[config.mk]
export PLATFORM = sky130hd
export DESIGN_NAME = jtag_test_data_registers
export DESIGN_NICKNAME = d
export VERILOG_FILES = /design/src/rtl/jtag_test_data_registers.v /design/src/rtl/scan_cell_bank.v
export VERILOG_INCLUDE_DIRS = /design/src /design/src/rtl
export SDC_FILE = /design/constraint.sdc
export NUM_CORES = 1
export LEC_CHECK = 0
export BUFFER_PORTS_ARGS = -buffer_cell sky130_fd_sc_hd__clkbuf_2
export CORE_UTILIZATION = 56
export DETAILED_ROUTE_END_ITERATION = 8
export GPL_TIMING_DRIVEN = 0
export PLACE_DENSITY_LB_ADDON = 0.1
export SKIP_LAST_GASP = 1
export SYNTH_ARGS = -nofsm -noshare
export SYNTH_HDL_FRONTEND = slang
export SYNTH_SLANG_ARGS = --single-unit
[constraint.sdc]
create_clock -name CLK_IN -period 2.2 [get_ports CLK_IN]
set_input_delay 0 -clock CLK_IN [delete_from_list [all_inputs] [get_ports CLK_IN]]
set_output_delay 0 -clock CLK_IN [all_outputs]
set_load 0.02 [all_outputs]
[src/rtl/jtag_tdr_map.vh]
// constants for the test-port data registers: codes, widths, cell positions
// assumes inclusion by the data-register design file only; the scan cell bank does not include it
`ifndef JTAG_TDR_MAP_VH
`define JTAG_TDR_MAP_VH

`define IR_WIDTH           3
`define IR_EXTEST          3'h0
`define IR_IDCODE          3'h1
`define IR_SAMPLE          3'h2
`define IR_CLAMP           3'h3
`define IR_HIGHZ           3'h4
`define IR_BYPASS          3'h7
`define IR_CAPTURE_VALUE   3'h1

`define ID_WIDTH           32
`define ID_MFR_WIDTH       11
`define ID_PART_WIDTH      16
`define ID_VER_WIDTH       4

`define CHAIN_LEN          196
`define CELL_FLOAT         0
`define CELL_IRQ_DRIVE     2
`define CELL_IRQ_OUT       3
`define CELL_IRQ_IN        4
`define CELL_FSOF_DIR      24
`define CELL_FSOF_OUT      25
`define CELL_FSOF_IN       26
`define CELL_LS_BASE       36
`define CELL_LS_GROUP      4
`define CELL_LS_RXCLK      2
`define CELL_LS_RXDAT      3
`define LS_PORT_COUNT      23
`define LS_PORT_FIRST      6
`define LS_PORT_LAST       28

`endif

[src/rtl/jtag_test_data_registers.v]
// test access port data registers: bypass, identification, boundary chain
// assumes the test pins come from an external tester, asynchronous to CLK_IN
`timescale 1ns/1ps
`include "jtag_tdr_map.vh"
module jtag_test_data_registers #(
	parameter [`ID_MFR_WIDTH-1:0]  ID_MFR  = 11'h0_55,  // arbitrary
	parameter [`ID_PART_WIDTH-1:0] ID_PART = 16'h1_234, // arbitrary
	parameter [`ID_VER_WIDTH-1:0]  ID_VER  = 4'h1       // arbitrary
) (
	input  wire                      CLK_IN,
	input  wire                      RST_B_IN,
	input  wire                      TEST_CLOCK_PIN_IN,
	input  wire                      TEST_MODE_SELECT_PIN_IN,
	input  wire                      TEST_SERIAL_IN,
	input  wire [`CHAIN_LEN-1:0]     PIN_SAMPLE_IN,
	output reg                       TEST_SERIAL_OUT,
	output reg                       TEST_SERIAL_OE_OUT,
	output wire [`CHAIN_LEN-1:0]     BOUNDARY_VALUE_OUT,
	output reg                       PINS_FROM_BOUNDARY_OUT,
	output reg                       ALL_OUTPUTS_FLOAT_OUT,
	output reg                       IRQ_PIN_OUT,
	output reg                       IRQ_PIN_OE_OUT,
	output reg                       TX_FRAME_START_OUT,
	output reg                       TX_FRAME_START_OE_OUT,
	output reg  [`LS_PORT_COUNT-1:0] LS_RX_CLOCK_OUT,
	output reg  [`LS_PORT_COUNT-1:0] LS_RX_DATA_OUT,
	output reg  [`ID_WIDTH-1:0]      ID_VALUE_OUT,
	output reg  [`IR_WIDTH-1:0]      INSTRUCTION_OUT
);
	localparam [3:0] ST_TLR   = 4'h0;
	localparam [3:0] ST_RTI   = 4'h1;
	localparam [3:0] ST_SELDR = 4'h2;
	localparam [3:0] ST_CAPDR = 4'h3;
	localparam [3:0] ST_SHDR  = 4'h4;
	localparam [3:0] ST_EX1DR = 4'h5;
	localparam [3:0] ST_PDR   = 4'h6;
	localparam [3:0] ST_EX2DR = 4'h7;
	localparam [3:0] ST_UPDR  = 4'h8;
	localparam [3:0] ST_SELIR = 4'h9;
	localparam [3:0] ST_CAPIR = 4'ha;
	localparam [3:0] ST_SHIR  = 4'hb;
	localparam [3:0] ST_EX1IR = 4'hc;
	localparam [3:0] ST_PIR   = 4'hd;
	localparam [3:0] ST_EX2IR = 4'he;
	localparam [3:0] ST_UPIR  = 4'hf;

	localparam [1:0] SEL_BYPASS = 2'h0;
	localparam [1:0] SEL_ID     = 2'h1;
	localparam [1:0] SEL_BSR    = 2'h2;

	// pin synchronisers
	reg                  tck_s1_ff;
	reg                  tck_s2_ff;
	reg                  tck_s3_ff;
	reg                  tms_s1_ff;
	reg                  tms_s2_ff;
	reg                  tdi_s1_ff;
	reg                  tdi_s2_ff;
	reg [`CHAIN_LEN-1:0] pin_s1_ff;
	reg [`CHAIN_LEN-1:0] pin_s2_ff;

	reg [3:0]            state_ff;
	reg [3:0]            nxt_state;
	reg [`IR_WIDTH-1:0]  ir_shift_ff;
	reg [`IR_WIDTH-1:0]  ir_par_ff;
	reg                  bypass_ff;
	reg [`ID_WIDTH-1:0]  id_shift_ff;

	wire tck_rise = tck_s2_ff & ~tck_s3_ff;
	wire tck_fall = ~tck_s2_ff & tck_s3_ff;
	wire [`ID_WIDTH-1:0] id_code = {ID_VER, ID_PART, ID_MFR, 1'b1};

	// instruction to register selection
	function [1:0] select_reg;
		input [`IR_WIDTH-1:0] ir;
		begin
			case (ir)
				`IR_EXTEST: select_reg = SEL_BSR;
				`IR_SAMPLE: select_reg = SEL_BSR;
				`IR_IDCODE: select_reg = SEL_ID;
				default:    select_reg = SEL_BYPASS;
			endcase
		end
	endfunction

	wire [1:0] sel      = select_reg(ir_par_ff);
	wire       dr_cap   = tck_rise & (state_ff == ST_CAPDR);
	wire       dr_shift = tck_rise & (state_ff == ST_SHDR);
	wire       dr_upd   = tck_fall & (state_ff == ST_UPDR);
	wire       bsr_sel  = (sel == SEL_BSR);
	wire       bsr_out;
	wire [`CHAIN_LEN-1:0] bsr_par;

	assign BOUNDARY_VALUE_OUT = bsr_par;

	always @(posedge CLK_IN or negedge RST_B_IN)
	begin
		if (!RST_B_IN)
		begin
			tck_s1_ff <= 1'b0;
			tck_s2_ff <= 1'b0;
			tck_s3_ff <= 1'b0;
			tms_s1_ff <= 1'b1;
			tms_s2_ff <= 1'b1;
			tdi_s1_ff <= 1'b1;
			tdi_s2_ff <= 1'b1;
			pin_s1_ff <= {`CHAIN_LEN{1'b0}};
			pin_s2_ff <= {`CHAIN_LEN{1'b0}};
		end
		else
		begin
			tck_s1_ff <= TEST_CLOCK_PIN_IN;
			tck_s2_ff <= tck_s1_ff;
			tck_s3_ff <= tck_s2_ff;
			tms_s1_ff <= TEST_MODE_SELECT_PIN_IN;
			tms_s2_ff <= tms_s1_ff;
			tdi_s1_ff <= TEST_SERIAL_IN;
			tdi_s2_ff <= tdi_s1_ff;
			pin_s1_ff <= PIN_SAMPLE_IN;
			pin_s2_ff <= pin_s1_ff;
		end
	end

	// test controller walk
	always @*
	begin
		case (state_ff)
			ST_TLR:   nxt_state = tms_s2_ff ? ST_TLR   : ST_RTI;
			ST_RTI:   nxt_state = tms_s2_ff ? ST_SELDR : ST_RTI;
			ST_SELDR: nxt_state = tms_s2_ff ? ST_SELIR : ST_CAPDR;
			ST_CAPDR: nxt_state = tms_s2_ff ? ST_EX1DR : ST_SHDR;
			ST_SHDR:  nxt_state = tms_s2_ff ? ST_EX1DR : ST_SHDR;
			ST_EX1DR: nxt_state = tms_s2_ff ? ST_UPDR  : ST_PDR;
			ST_PDR:   nxt_state = tms_s2_ff ? ST_EX2DR : ST_PDR;
			ST_EX2DR: nxt_state = tms_s2_ff ? ST_UPDR  : ST_SHDR;
			ST_UPDR:  nxt_state = tms_s2_ff ? ST_SELDR : ST_RTI;
			ST_SELIR: nxt_state = tms_s2_ff ? ST_TLR   : ST_CAPIR;
			ST_CAPIR: nxt_state = tms_s2_ff ? ST_EX1IR : ST_SHIR;
			ST_SHIR:  nxt_state = tms_s2_ff ? ST_EX1IR : ST_SHIR;
			ST_EX1IR: nxt_state = tms_s2_ff ? ST_UPIR  : ST_PIR;
			ST_PIR:   nxt_state = tms_s2_ff ? ST_EX2IR : ST_PIR;
			ST_EX2IR: nxt_state = tms_s2_ff ? ST_UPIR  : ST_SHIR;
			ST_UPIR:  nxt_state = tms_s2_ff ? ST_SELDR : ST_RTI;
			default:  nxt_state = ST_TLR;
		endcase
	end

	// controller, instruction, bypass and id stages
	always @(posedge CLK_IN or negedge RST_B_IN)
	begin
		if (!RST_B_IN)
		begin
			state_ff    <= ST_TLR;
			ir_shift_ff <= `IR_CAPTURE_VALUE;
			ir_par_ff   <= `IR_IDCODE;
			bypass_ff   <= 1'b0;
			id_shift_ff <= {`ID_WIDTH{1'b0}};
			ID_VALUE_OUT <= {`ID_WIDTH{1'b0}};
		end
		else
		begin
			if (tck_rise)
				state_ff <= nxt_state;
			if (state_ff == ST_TLR)
				ir_par_ff <= `IR_IDCODE;
			else if (tck_fall && state_ff == ST_UPIR)
				ir_par_ff <= ir_shift_ff;
			if (tck_rise && state_ff == ST_CAPIR)
				ir_shift_ff <= `IR_CAPTURE_VALUE;
			else if (tck_rise && state_ff == ST_SHIR)
				ir_shift_ff <= {tdi_s2_ff, ir_shift_ff[`IR_WIDTH-1:1]};
			if (sel == SEL_BYPASS && dr_cap)
				bypass_ff <= 1'b0;
			else if (sel == SEL_BYPASS && dr_shift)
				bypass_ff <= tdi_s2_ff;
			if (sel == SEL_ID && dr_cap)
				id_shift_ff <= id_code;
			else if (sel == SEL_ID && dr_shift)
				id_shift_ff <= {tdi_s2_ff, id_shift_ff[`ID_WIDTH-1:1]};
			if (sel == SEL_ID && dr_upd)
				ID_VALUE_OUT <= id_shift_ff;
		end
	end

	scan_cell_bank #(
		.WIDTH(`CHAIN_LEN)
	) u_boundary (
		.clk_in          (CLK_IN),
		.rst_b_in        (RST_B_IN),
		.capture_in      (dr_cap & bsr_sel),
		.shift_in        (dr_shift & bsr_sel),
		.update_in       (dr_upd & bsr_sel),
		.serial_in       (tdi_s2_ff),
		.capture_data_in (pin_s2_ff),
		.serial_out      (bsr_out),
		.parallel_out    (bsr_par)
	);

	// serial output changes on the falling test clock
	always @(posedge CLK_IN or negedge RST_B_IN)
	begin
		if (!RST_B_IN)
		begin
			TEST_SERIAL_OUT    <= 1'b0;
			TEST_SERIAL_OE_OUT <= 1'b0;
			INSTRUCTION_OUT    <= `IR_IDCODE;
		end
		else
		begin
			INSTRUCTION_OUT <= ir_par_ff;
			if (tck_fall)
			begin
				TEST_SERIAL_OE_OUT <= (state_ff == ST_SHDR) | (state_ff == ST_SHIR);
				if (state_ff == ST_SHIR)
					TEST_SERIAL_OUT <= ir_shift_ff[0];
				else if (sel == SEL_ID)
					TEST_SERIAL_OUT <= id_shift_ff[0];
				else if (sel == SEL_BSR)
					TEST_SERIAL_OUT <= bsr_out;
				else
					TEST_SERIAL_OUT <= bypass_ff;
			end
		end
	end

	// pin control from the boundary parallel stage
	wire bound_mode = (ir_par_ff == `IR_EXTEST) | (ir_par_ff == `IR_CLAMP);
	wire all_float  = (ir_par_ff == `IR_HIGHZ) | (bound_mode & bsr_par[`CELL_FLOAT]);

	always @(posedge CLK_IN or negedge RST_B_IN)
	begin
		if (!RST_B_IN)
		begin
			PINS_FROM_BOUNDARY_OUT <= 1'b0;
			ALL_OUTPUTS_FLOAT_OUT  <= 1'b0;
			IRQ_PIN_OUT            <= 1'b0;
			IRQ_PIN_OE_OUT         <= 1'b0;
			TX_FRAME_START_OUT     <= 1'b0;
			TX_FRAME_START_OE_OUT  <= 1'b0;
		end
		else
		begin
			PINS_FROM_BOUNDARY_OUT <= bound_mode;
			ALL_OUTPUTS_FLOAT_OUT  <= all_float;
			IRQ_PIN_OUT            <= 1'b0;
			IRQ_PIN_OE_OUT         <= bound_mode & ~all_float & ~bsr_par[`CELL_IRQ_DRIVE]
				& ~bsr_par[`CELL_IRQ_OUT];
			TX_FRAME_START_OUT     <= bsr_par[`CELL_FSOF_OUT];
			TX_FRAME_START_OE_OUT  <= bound_mode & ~all_float & ~bsr_par[`CELL_FSOF_DIR];
		end
	end

	// low-speed receive cells, group g serves port 28-g
	wire [`LS_PORT_COUNT-1:0] ls_clk_cells;
	wire [`LS_PORT_COUNT-1:0] ls_dat_cells;

	genvar g;
	generate
		for (g = 0; g < `LS_PORT_COUNT; g = g + 1)
		begin : g_ls
			assign ls_clk_cells[`LS_PORT_COUNT-1-g] =
				bsr_par[`CELL_LS_BASE + `CELL_LS_GROUP*g + `CELL_LS_RXCLK];
			assign ls_dat_cells[`LS_PORT_COUNT-1-g] =
				bsr_par[`CELL_LS_BASE + `CELL_LS_GROUP*g + `CELL_LS_RXDAT];
		end
	endgenerate

	always @(posedge CLK_IN or negedge RST_B_IN)
	begin
		if (!RST_B_IN)
		begin
			LS_RX_CLOCK_OUT <= {`LS_PORT_COUNT{1'b0}};
			LS_RX_DATA_OUT  <= {`LS_PORT_COUNT{1'b0}};
		end
		else
		begin
			LS_RX_CLOCK_OUT <= ls_clk_cells;
			LS_RX_DATA_OUT  <= ls_dat_cells;
		end
	end
endmodule

[src/rtl/scan_cell_bank.v]
// shift stage plus latched parallel stage, one cell per bit
// assumes capture/shift/update strobes are one-cycle pulses on clk
`timescale 1ns/1ps
module scan_cell_bank #(
	parameter WIDTH = 196
) (
	input  wire             clk_in,
	input  wire             rst_b_in,
	input  wire             capture_in,
	input  wire             shift_in,
	input  wire             update_in,
	input  wire             serial_in,
	input  wire [WIDTH-1:0] capture_data_in,
	output wire             serial_out,
	output wire [WIDTH-1:0] parallel_out
);
	reg [WIDTH-1:0] shift_ff;
	reg [WIDTH-1:0] parallel_ff;

	assign serial_out   = shift_ff[0];
	assign parallel_out = parallel_ff;

	// parallel latch holds while new data shifts
	always @(posedge clk_in or negedge rst_b_in)
	begin
		if (!rst_b_in)
		begin
			shift_ff    <= {WIDTH{1'b0}};
			parallel_ff <= {WIDTH{1'b0}};
		end
		else
		begin
			if (capture_in)
				shift_ff <= capture_data_in;
			else if (shift_in)
				shift_ff <= {serial_in, shift_ff[WIDTH-1:1]};
			if (update_in)
				parallel_ff <= shift_ff;
		end
	end
endmodule
==> run summary, run 1 <==
Post-synthesis register bit count - 922
Pins Over Slew Limit - 0
First-pass GRT wire length - 113000 um
CP Launch Point - state_ff[0]
Leak Pwr - 21.3 nW
Initial Util - 56.8%
GPL Wtd Cong - 0.859
Pwr dens - 869 nW/um2
GR Util All Layers - 25.8%
Vias - 19000
Dpl hpwl - 46200 um
Post-route cell area - 40800 um2
Setup Skew - 0.0269 ns
Num CTS Buffers - 90
CP Max Fanout - 10
Sequential area share after synthesis - 73.5%
DRC - 0
Final setup violating endpoints - 0
Met2 Resource Use GR - 42.3%
Cell taking the most area after synthesis - dfrtp_1
Area grow syn2layout - 29.9%
Post-CTS Setup Inserts - 0
Clk_lat worst skew - 0.64 ns
Drt first-iter violations - 920
Chip width - 239 um
Final Non-Filler Cells - 3719
Top post-synthesis cells by area - dfrtp_1 73%, mux2i_1 6.2%, mux2_4 4.8%
Reg2reg path depth - 6
Reg2Reg Launch Point - state_ff[0]
Final wirelength - 71900 um
Startpoint class of the critical path - flip-flop
Count of cell types in the netlist - 46
Final core utilization - 73.8%
Post-Syn Instances - 2044
Final setup margin - 0.0598 ns
Worst Setup EP - u_boundary.shift_ff[38]
Post-synth top area share - 72.9%
Period utilisation layout - 97.3%
WP data arrival - 2.62 ns
Final Power - 35.5 mW
Max cap viols - 0
Met1 Use GR - 33.8%
Via/cell ratio - 5.11
Max VDD drop - 746 uV
Pre-Repair DR Iteration Count - 5
Hold slack - -0.623 ns
Required time of the critical path - 2.68 ns
Met3 usage - 5.57%
Clk slew on worst S/H paths - 0.06 ns
R2r endpoint - u_boundary.shift_ff[38]
CTS Hold Bufs - 274
Worst setup EP type - flip-flop
Area of the die - 57000 um2
Slew margin rel. - 46.6%
Initial antenna violation count - 9
Final Net Count - 3103
H-tree Lvls - 3
Ys Warns - 0
TritonCTS clock tree - yes
ANT nets after route - 0
RSZ-0062 raised after global routing - no
Row cnt - 86
Final Hold Violating Endpoints - 144
Placement Cell Area - 35000 um2
Clock sinks - 922
Layout cells sized above 1 - 31.0%
Max Clk Rate - 0.467 GHz
Register Area - 23100 um2
Fill cell count - 3552
Worst Hold Class - in -> async
CTS root buf - clkbuf_16
# IOs - 486
Core Box Area - 55300 um2
Area occupied by multi-input gates - 7610 um2
Post-Syn Area - 31400 um2
Clock buffer depth - 3
WL/cell - 19.3 um
Worst-Margin Slew - 0.801 ns
CP Class - reg -> reg
Setup TNS Final - 0 ns
Synthesized area per cell - 15.4 um2
GR peak layer - met2
Placed cell count - 3284
Status - finished, violations left
Pre-CTS setup slack - -0.380 ns
Die Height - 239 um
Largest net degree at the start of global routing - 120
IO buf count - 484
Vias in the first global route - 20200
Tmin final - 2.14 ns
R2R Setup Slk - 0.06 ns
GRT overflow - 0
Syn_nets - 2245
Failing checks - negative hold slack
worst max-delay path, stage by stage (launching register included):
cell and delay (ns):
dfrtp_1 0.38, buf_6 0.14, and3b_1 0.24, o211ai_4 0.34, buf_4 0.33, clkbuf_1 0.41, o21ai_1 0.15
cell usage in the layout (no fill, tap or decap), types with 3 or more instances in the layout:
| cell | netlist | routed |
|---|---|---|
| a21oi_1 | 11 | 11 |
| a31oi_1 | 4 | 4 |
| buf_16 | 0 | 8 |
| buf_2 | 33 | 29 |
| buf_4 | 13 | 13 |
| buf_6 | 29 | 31 |
| bufinv_16 | 0 | 6 |
| clkbuf_1 | 32 | 38 |
| clkbuf_16 | 0 | 90 |
| clkbuf_2 | 1 | 491 |
| clkbuf_8 | 0 | 27 |
| clkinv_2 | 0 | 12 |
| dfrtp_1 | 915 | 915 |
| dfstp_2 | 7 | 7 |
| diode_2 | 0 | 6 |
| dlygate4sd3_1 | 0 | 274 |
| inv_1 | 7 | 7 |
| inv_6 | 0 | 4 |
| mux2_1 | 42 | 42 |
| mux2_2 | 86 | 86 |
| mux2_4 | 100 | 100 |
| mux2i_1 | 196 | 196 |
| nand2_1 | 259 | 259 |
| nand2b_1 | 3 | 3 |
| nand3_1 | 4 | 4 |
| nand4_1 | 3 | 3 |
| nor2_1 | 25 | 25 |
| nor2b_1 | 4 | 4 |
| nor3b_2 | 3 | 3 |
| nor4_1 | 3 | 3 |
| o21ai_0 | 57 | 57 |
| o21ai_1 | 180 | 180 |
cell families (layout without fill, tap and decap cells):
kind of cell,after synthesis,count (layout),share of synthesized area (%)
xor gates and xnor gates,1,1,0.0279
buffers and inverters,115,1036,2.36
DFF,922,922,73.5
muxes,424,424,15.6
and+or+nand+nor,315,315,4.10
other,1,7,0.0119
AOI/OAI and AO/OA,266,266,4.42
synth_stat cells (all sizes together):
library cell	count
and3b	1
mux2i	196
mux2	228
a21o	1
o2bb2ai	1
conb	1
nor2	25
o22ai	2
buf	75
nor2b	4
nor4	3
xor2	1
dfstp	7
a211oi	1
dfrtp	915
o211ai	3
nor3	2
a221oi	1
nor3b	3
nand4b	1
nand2	259
clkbuf	33
o21ai	237
nand4	4
or2	1
a221o	1
or3b	1
nand2b	3
o21a	1
a311oi	1
a21oi	11
a211o	1
nand3	4
a31oi	4
and2b	2
o2111ai	1
inv	7
and3	2
area by class of cell:
type                       count  share of cell area [%]
clock inverter                25                   0.782
inverter                       7                  0.0644
tap                          748                    2.29
timing repair buffer         766                    13.2
antenna                        6                  0.0368
sequential                   922                    56.6
multi-input combinational   1007                    18.7
buffer                       108                    1.82
clock buffer                 130                    6.55
how the worst min path moves through the flow:
stage | from | end | slack, ns | depth (start not counted)
6_report | RST_B_IN | ID_VALUE_OUT[14] | -0.62 | 1
5_1_grt | RST_B_IN | ID_VALUE_OUT[14] | -0.56 | 1
4_1_cts | RST_B_IN | ID_VALUE_OUT[16] | -0.53 | 1
3_5_place_dp | TEST_SERIAL_IN | tdi_s1_ff | 0.09 | 1
3_3_place_gp | TEST_MODE_SELECT_PIN_IN | tms_s1_ff | 0.09 | 1
2_1_floorplan | RST_B_IN | ALL_OUTPUTS_FLOAT_OUT | -0.30 | 0
metal layers:
| metal | part of all wire (%) | wire, um |
|---|---|---|
| met5 | 0.054 | 39 |
| met4 | 3.6 | 2610 |
| met3 | 5.2 | 3710 |
| met2 | 49 | 35500 |
| met1 | 42 | 29900 |
sequential cells by signal, summed over array words and instances, names as in the netlist, 3 cells and up:
signal	flops
pin_s1_ff	196
pin_s2_ff	196
u_boundary.parallel_out	196
u_boundary.shift_ff	196
ID_VALUE_OUT	32
id_shift_ff	32
LS_RX_CLOCK_OUT	23
LS_RX_DATA_OUT	23
state_ff	4
INSTRUCTION_OUT	3
ir_par_ff	3
ir_shift_ff	3
repair_timing:
action	CTS	global route
resized for setup	8	9
pin swaps	0	0
endpoints found under the setup margin	107	237
hold endpoints to repair	302	103
cloned	0	0
power by group:
| part | internal [mW] | leakage (nW) | total (mW) | switching, mW |
|---|---|---|---|---|
| Sequential | 17.5 | 11.9 | 17.8 | 0.256 |
| Clock | 9.12 | 1.49 | 15.5 | 6.34 |
| Combinational | 0.966 | 7.92 | 2.21 | 1.24 |
No activity file was read; power rests on OpenSTA's default activity.
==> run 2, diff against run 1 <==
==> constraint.sdc (replaced) <==
create_clock -name CLK_IN -period 2.1 [get_ports CLK_IN]
set_input_delay 0 -clock CLK_IN [delete_from_list [all_inputs] [get_ports CLK_IN]]
set_output_delay 0 -clock CLK_IN [all_outputs]
set_load 0.02 [all_outputs]
==> run summary, run 2 (same netlist as run 1, synthesis figures left out) <==
IO buf count - 484 (unchanged)
Slew margin rel. - 58.8% (+12 points)
Clock network fraction of total power - 43.6% (about the same)
Register Area - 23100 um2 (unchanged)
Max VDD drop - 780 uV (+4.5%)
Pins Over Slew Limit - 0 (unchanged)
ANT nets after route - 0 (unchanged)
Flop pwr share - 50.2% (about the same)
CP Class - reg -> reg
Met3 Routed Length - 3460 um (-6.8%)
Highest routed metal layer - met5
First-pass GRT wire length - 113000 um (about the same)
# IOs - 486 (unchanged)
Pre-CTS setup slack - -0.480 ns (-0.100 ns)
Switching part of the total power - 22.1% (about the same)
Final wirelength - 71800 um (about the same)
Setup Skew - 0.0258 ns (-0.00112 ns)
Clock sinks - 922 (unchanged)
Initial antenna violation count - 9 (unchanged)
H-tree Lvls - 3 (unchanged)
Num CTS Buffers - 90 (unchanged)
Vias in the first global route - 20300 (+0.12%)
Initial Util - 56.8% (unchanged)
Period utilisation layout - 98.5% (+1.3 points)
Final setup margin - 0.0308 ns (-0.0291 ns)
Die Height - 239 um (unchanged)
RSZ-0062 raised after global routing - yes
Layout cells sized above 1 - 31.2% (+0.25 points)
NetSw - 8.22 mW (+4.8%)
CTS root buf - clkbuf_16
Final setup violating endpoints - 0 (unchanged)
Placement Cell Area - 35000 um2 (unchanged)
Max Clk Rate - 0.483 GHz (+3.4%)
Commonest non-fill, non-tap cell in the layout - dfrtp_1
WP data arrival - 2.57 ns (-0.05 ns)
Met2 Wirelength - 35700 um (+0.54%)
Largest net degree at the start of global routing - 120 (unchanged)
Leak Pwr - 21.4 nW (+0.15%)
Failing checks - negative hold slack
Logic pwr share - 6.3% (about the same)
Final Non-Filler Cells - 3722 (+0.081%)
Required time of the critical path - 2.60 ns (-0.08 ns)
Clk_lat worst skew - 0.64 ns (about the same)
Post-route cell area - 40900 um2 (+0.13%)
Clk slew on worst S/H paths - 0.06 ns (about the same)
CTS Hold Bufs - 274 (unchanged)
Area occupied by multi-input gates - 7620 um2 (+0.13%)
Pre-Repair DR Iteration Count - 5 (unchanged)
GRT overflow - 0 (unchanged)
Core Box Area - 55300 um2 (unchanged)
Clock buffer depth - 3 (unchanged)
Startpoint class of the critical path - flip-flop
Dpl hpwl - 46200 um (unchanged)
DRC - 0 (unchanged)
Met1 WL - 30000 um (about the same)
Via/cell ratio - 5.11 (-0.12%)
CP Max Fanout - 10 (unchanged)
Hold slack - -0.709 ns (-0.0863 ns)
Fill cell count - 3544 (-0.23%)
Tmin final - 2.07 ns (-0.0709 ns)
TritonCTS clock tree - yes
Worst Hold Class - in -> async
Final Net Count - 3105 (+0.064%)
WL/cell - 19.3 um (-0.10%)
Chip width - 239 um (unchanged)
Final Hold Violating Endpoints - 323 (+120%)
Status - finished, violations left
Worst setup EP type - flip-flop
Final core utilization - 73.9% (+0.099 points)
Row cnt - 86 (unchanged)
GR Util All Layers - 25.8% (about the same)
Cell Int Power - 28.9 mW (+4.8%)
Area of the die - 57000 um2 (unchanged)
Most frequent cells in the layout - 915 x dfrtp_1, 496 x clkbuf_2, 274 x dlygate4sd3_1
Pwr dens - 910 nW/um2 (+4.7%)
Worst-Margin Slew - 0.618 ns (-0.183 ns)
Max cap viols - 0 (unchanged)
Placed cell count - 3284 (unchanged)
Area grow syn2layout - 30.0%
GPL Wtd Cong - 0.859 (unchanged)
Drt first-iter violations - 915 (-0.54%)
Vias - 19000 (-0.037%)
## run 2: per-stage QoR
step	setup TNS [ns]	power [mW]
2_1_floorplan	0	19.9
3_3_place_gp	-	20.7
3_5_place_dp	-91.31	20.8
4_1_cts	0	37.4
5_1_grt	-0.00993	38.5
6_report	0	37.2
## run 2: critical path, stage by stage, from the launching register on
cell and delay, ns:
dfrtp_1 0.38, buf_6 0.14, nor2_1 0.34, nand4_4 0.29, buf_6 0.26, buf_6 0.17, mux2_1 0.36
## run 2: power groups by stage
| stage | sequential [mW] | combinational, mW | clock (mW) |
|---|---|---|---|
| floorplan | 18.9 | 0.961 | 0 |
| finish | 18.6 | 2.34 | 16.2 |
| CTS | 18.6 | 2.31 | 16.4 |
| global placement | 19.0 | 1.75 | 0 |
| global route | 18.7 | 2.57 | 17.2 |
| detailed placement | 18.9 | 1.86 | 0 |
## run 2: per-layer routing
layer / up-vias / track usage (%)
met1: 9699 / 33.8
met2: 490 / 42.4
met5: - / 0
met4: 8 / 10.1
met3: 167 / 5.45
li1: 8651 / -
## run 2: timing repair
action,in CTS,in global routing
resized for setup,15,18
buffers inserted,0,2
hold endpoints to repair,302,323
pin swaps,0,2
endpoints found under the setup margin,311,184
## run 2: path summary, 6_finish.rpt
path,cells past startpoint,slack (ns),start,endpoint
max,6,0.03,state_ff[0],u_boundary.parallel_out[188]
min,1,-0.71,RST_B_IN,ID_VALUE_OUT[14]
max reg2reg,6,0.03,state_ff[0],u_boundary.parallel_out[188]
min reg2reg,0,0.33,pin_s1_ff[89],pin_s2_ff[89]
max in group asynchronous,5,0.49,RST_B_IN,pin_s2_ff[159]
min in group CLK_IN,2,0.03,TEST_CLOCK_PIN_IN,tck_s1_ff
## run 2: area by class of cell
cell class	instances	area share (%)
Antenna cell	7	0.0429
Buffer	108	1.87
Clock buffer	130	6.54
Clock inverter	25	0.781
Inverter	7	0.0643
Multi-Input combinational cell	1007	18.7
Sequential cell	922	56.5
Tap cell	748	2.29
Timing Repair Buffer	768	13.3
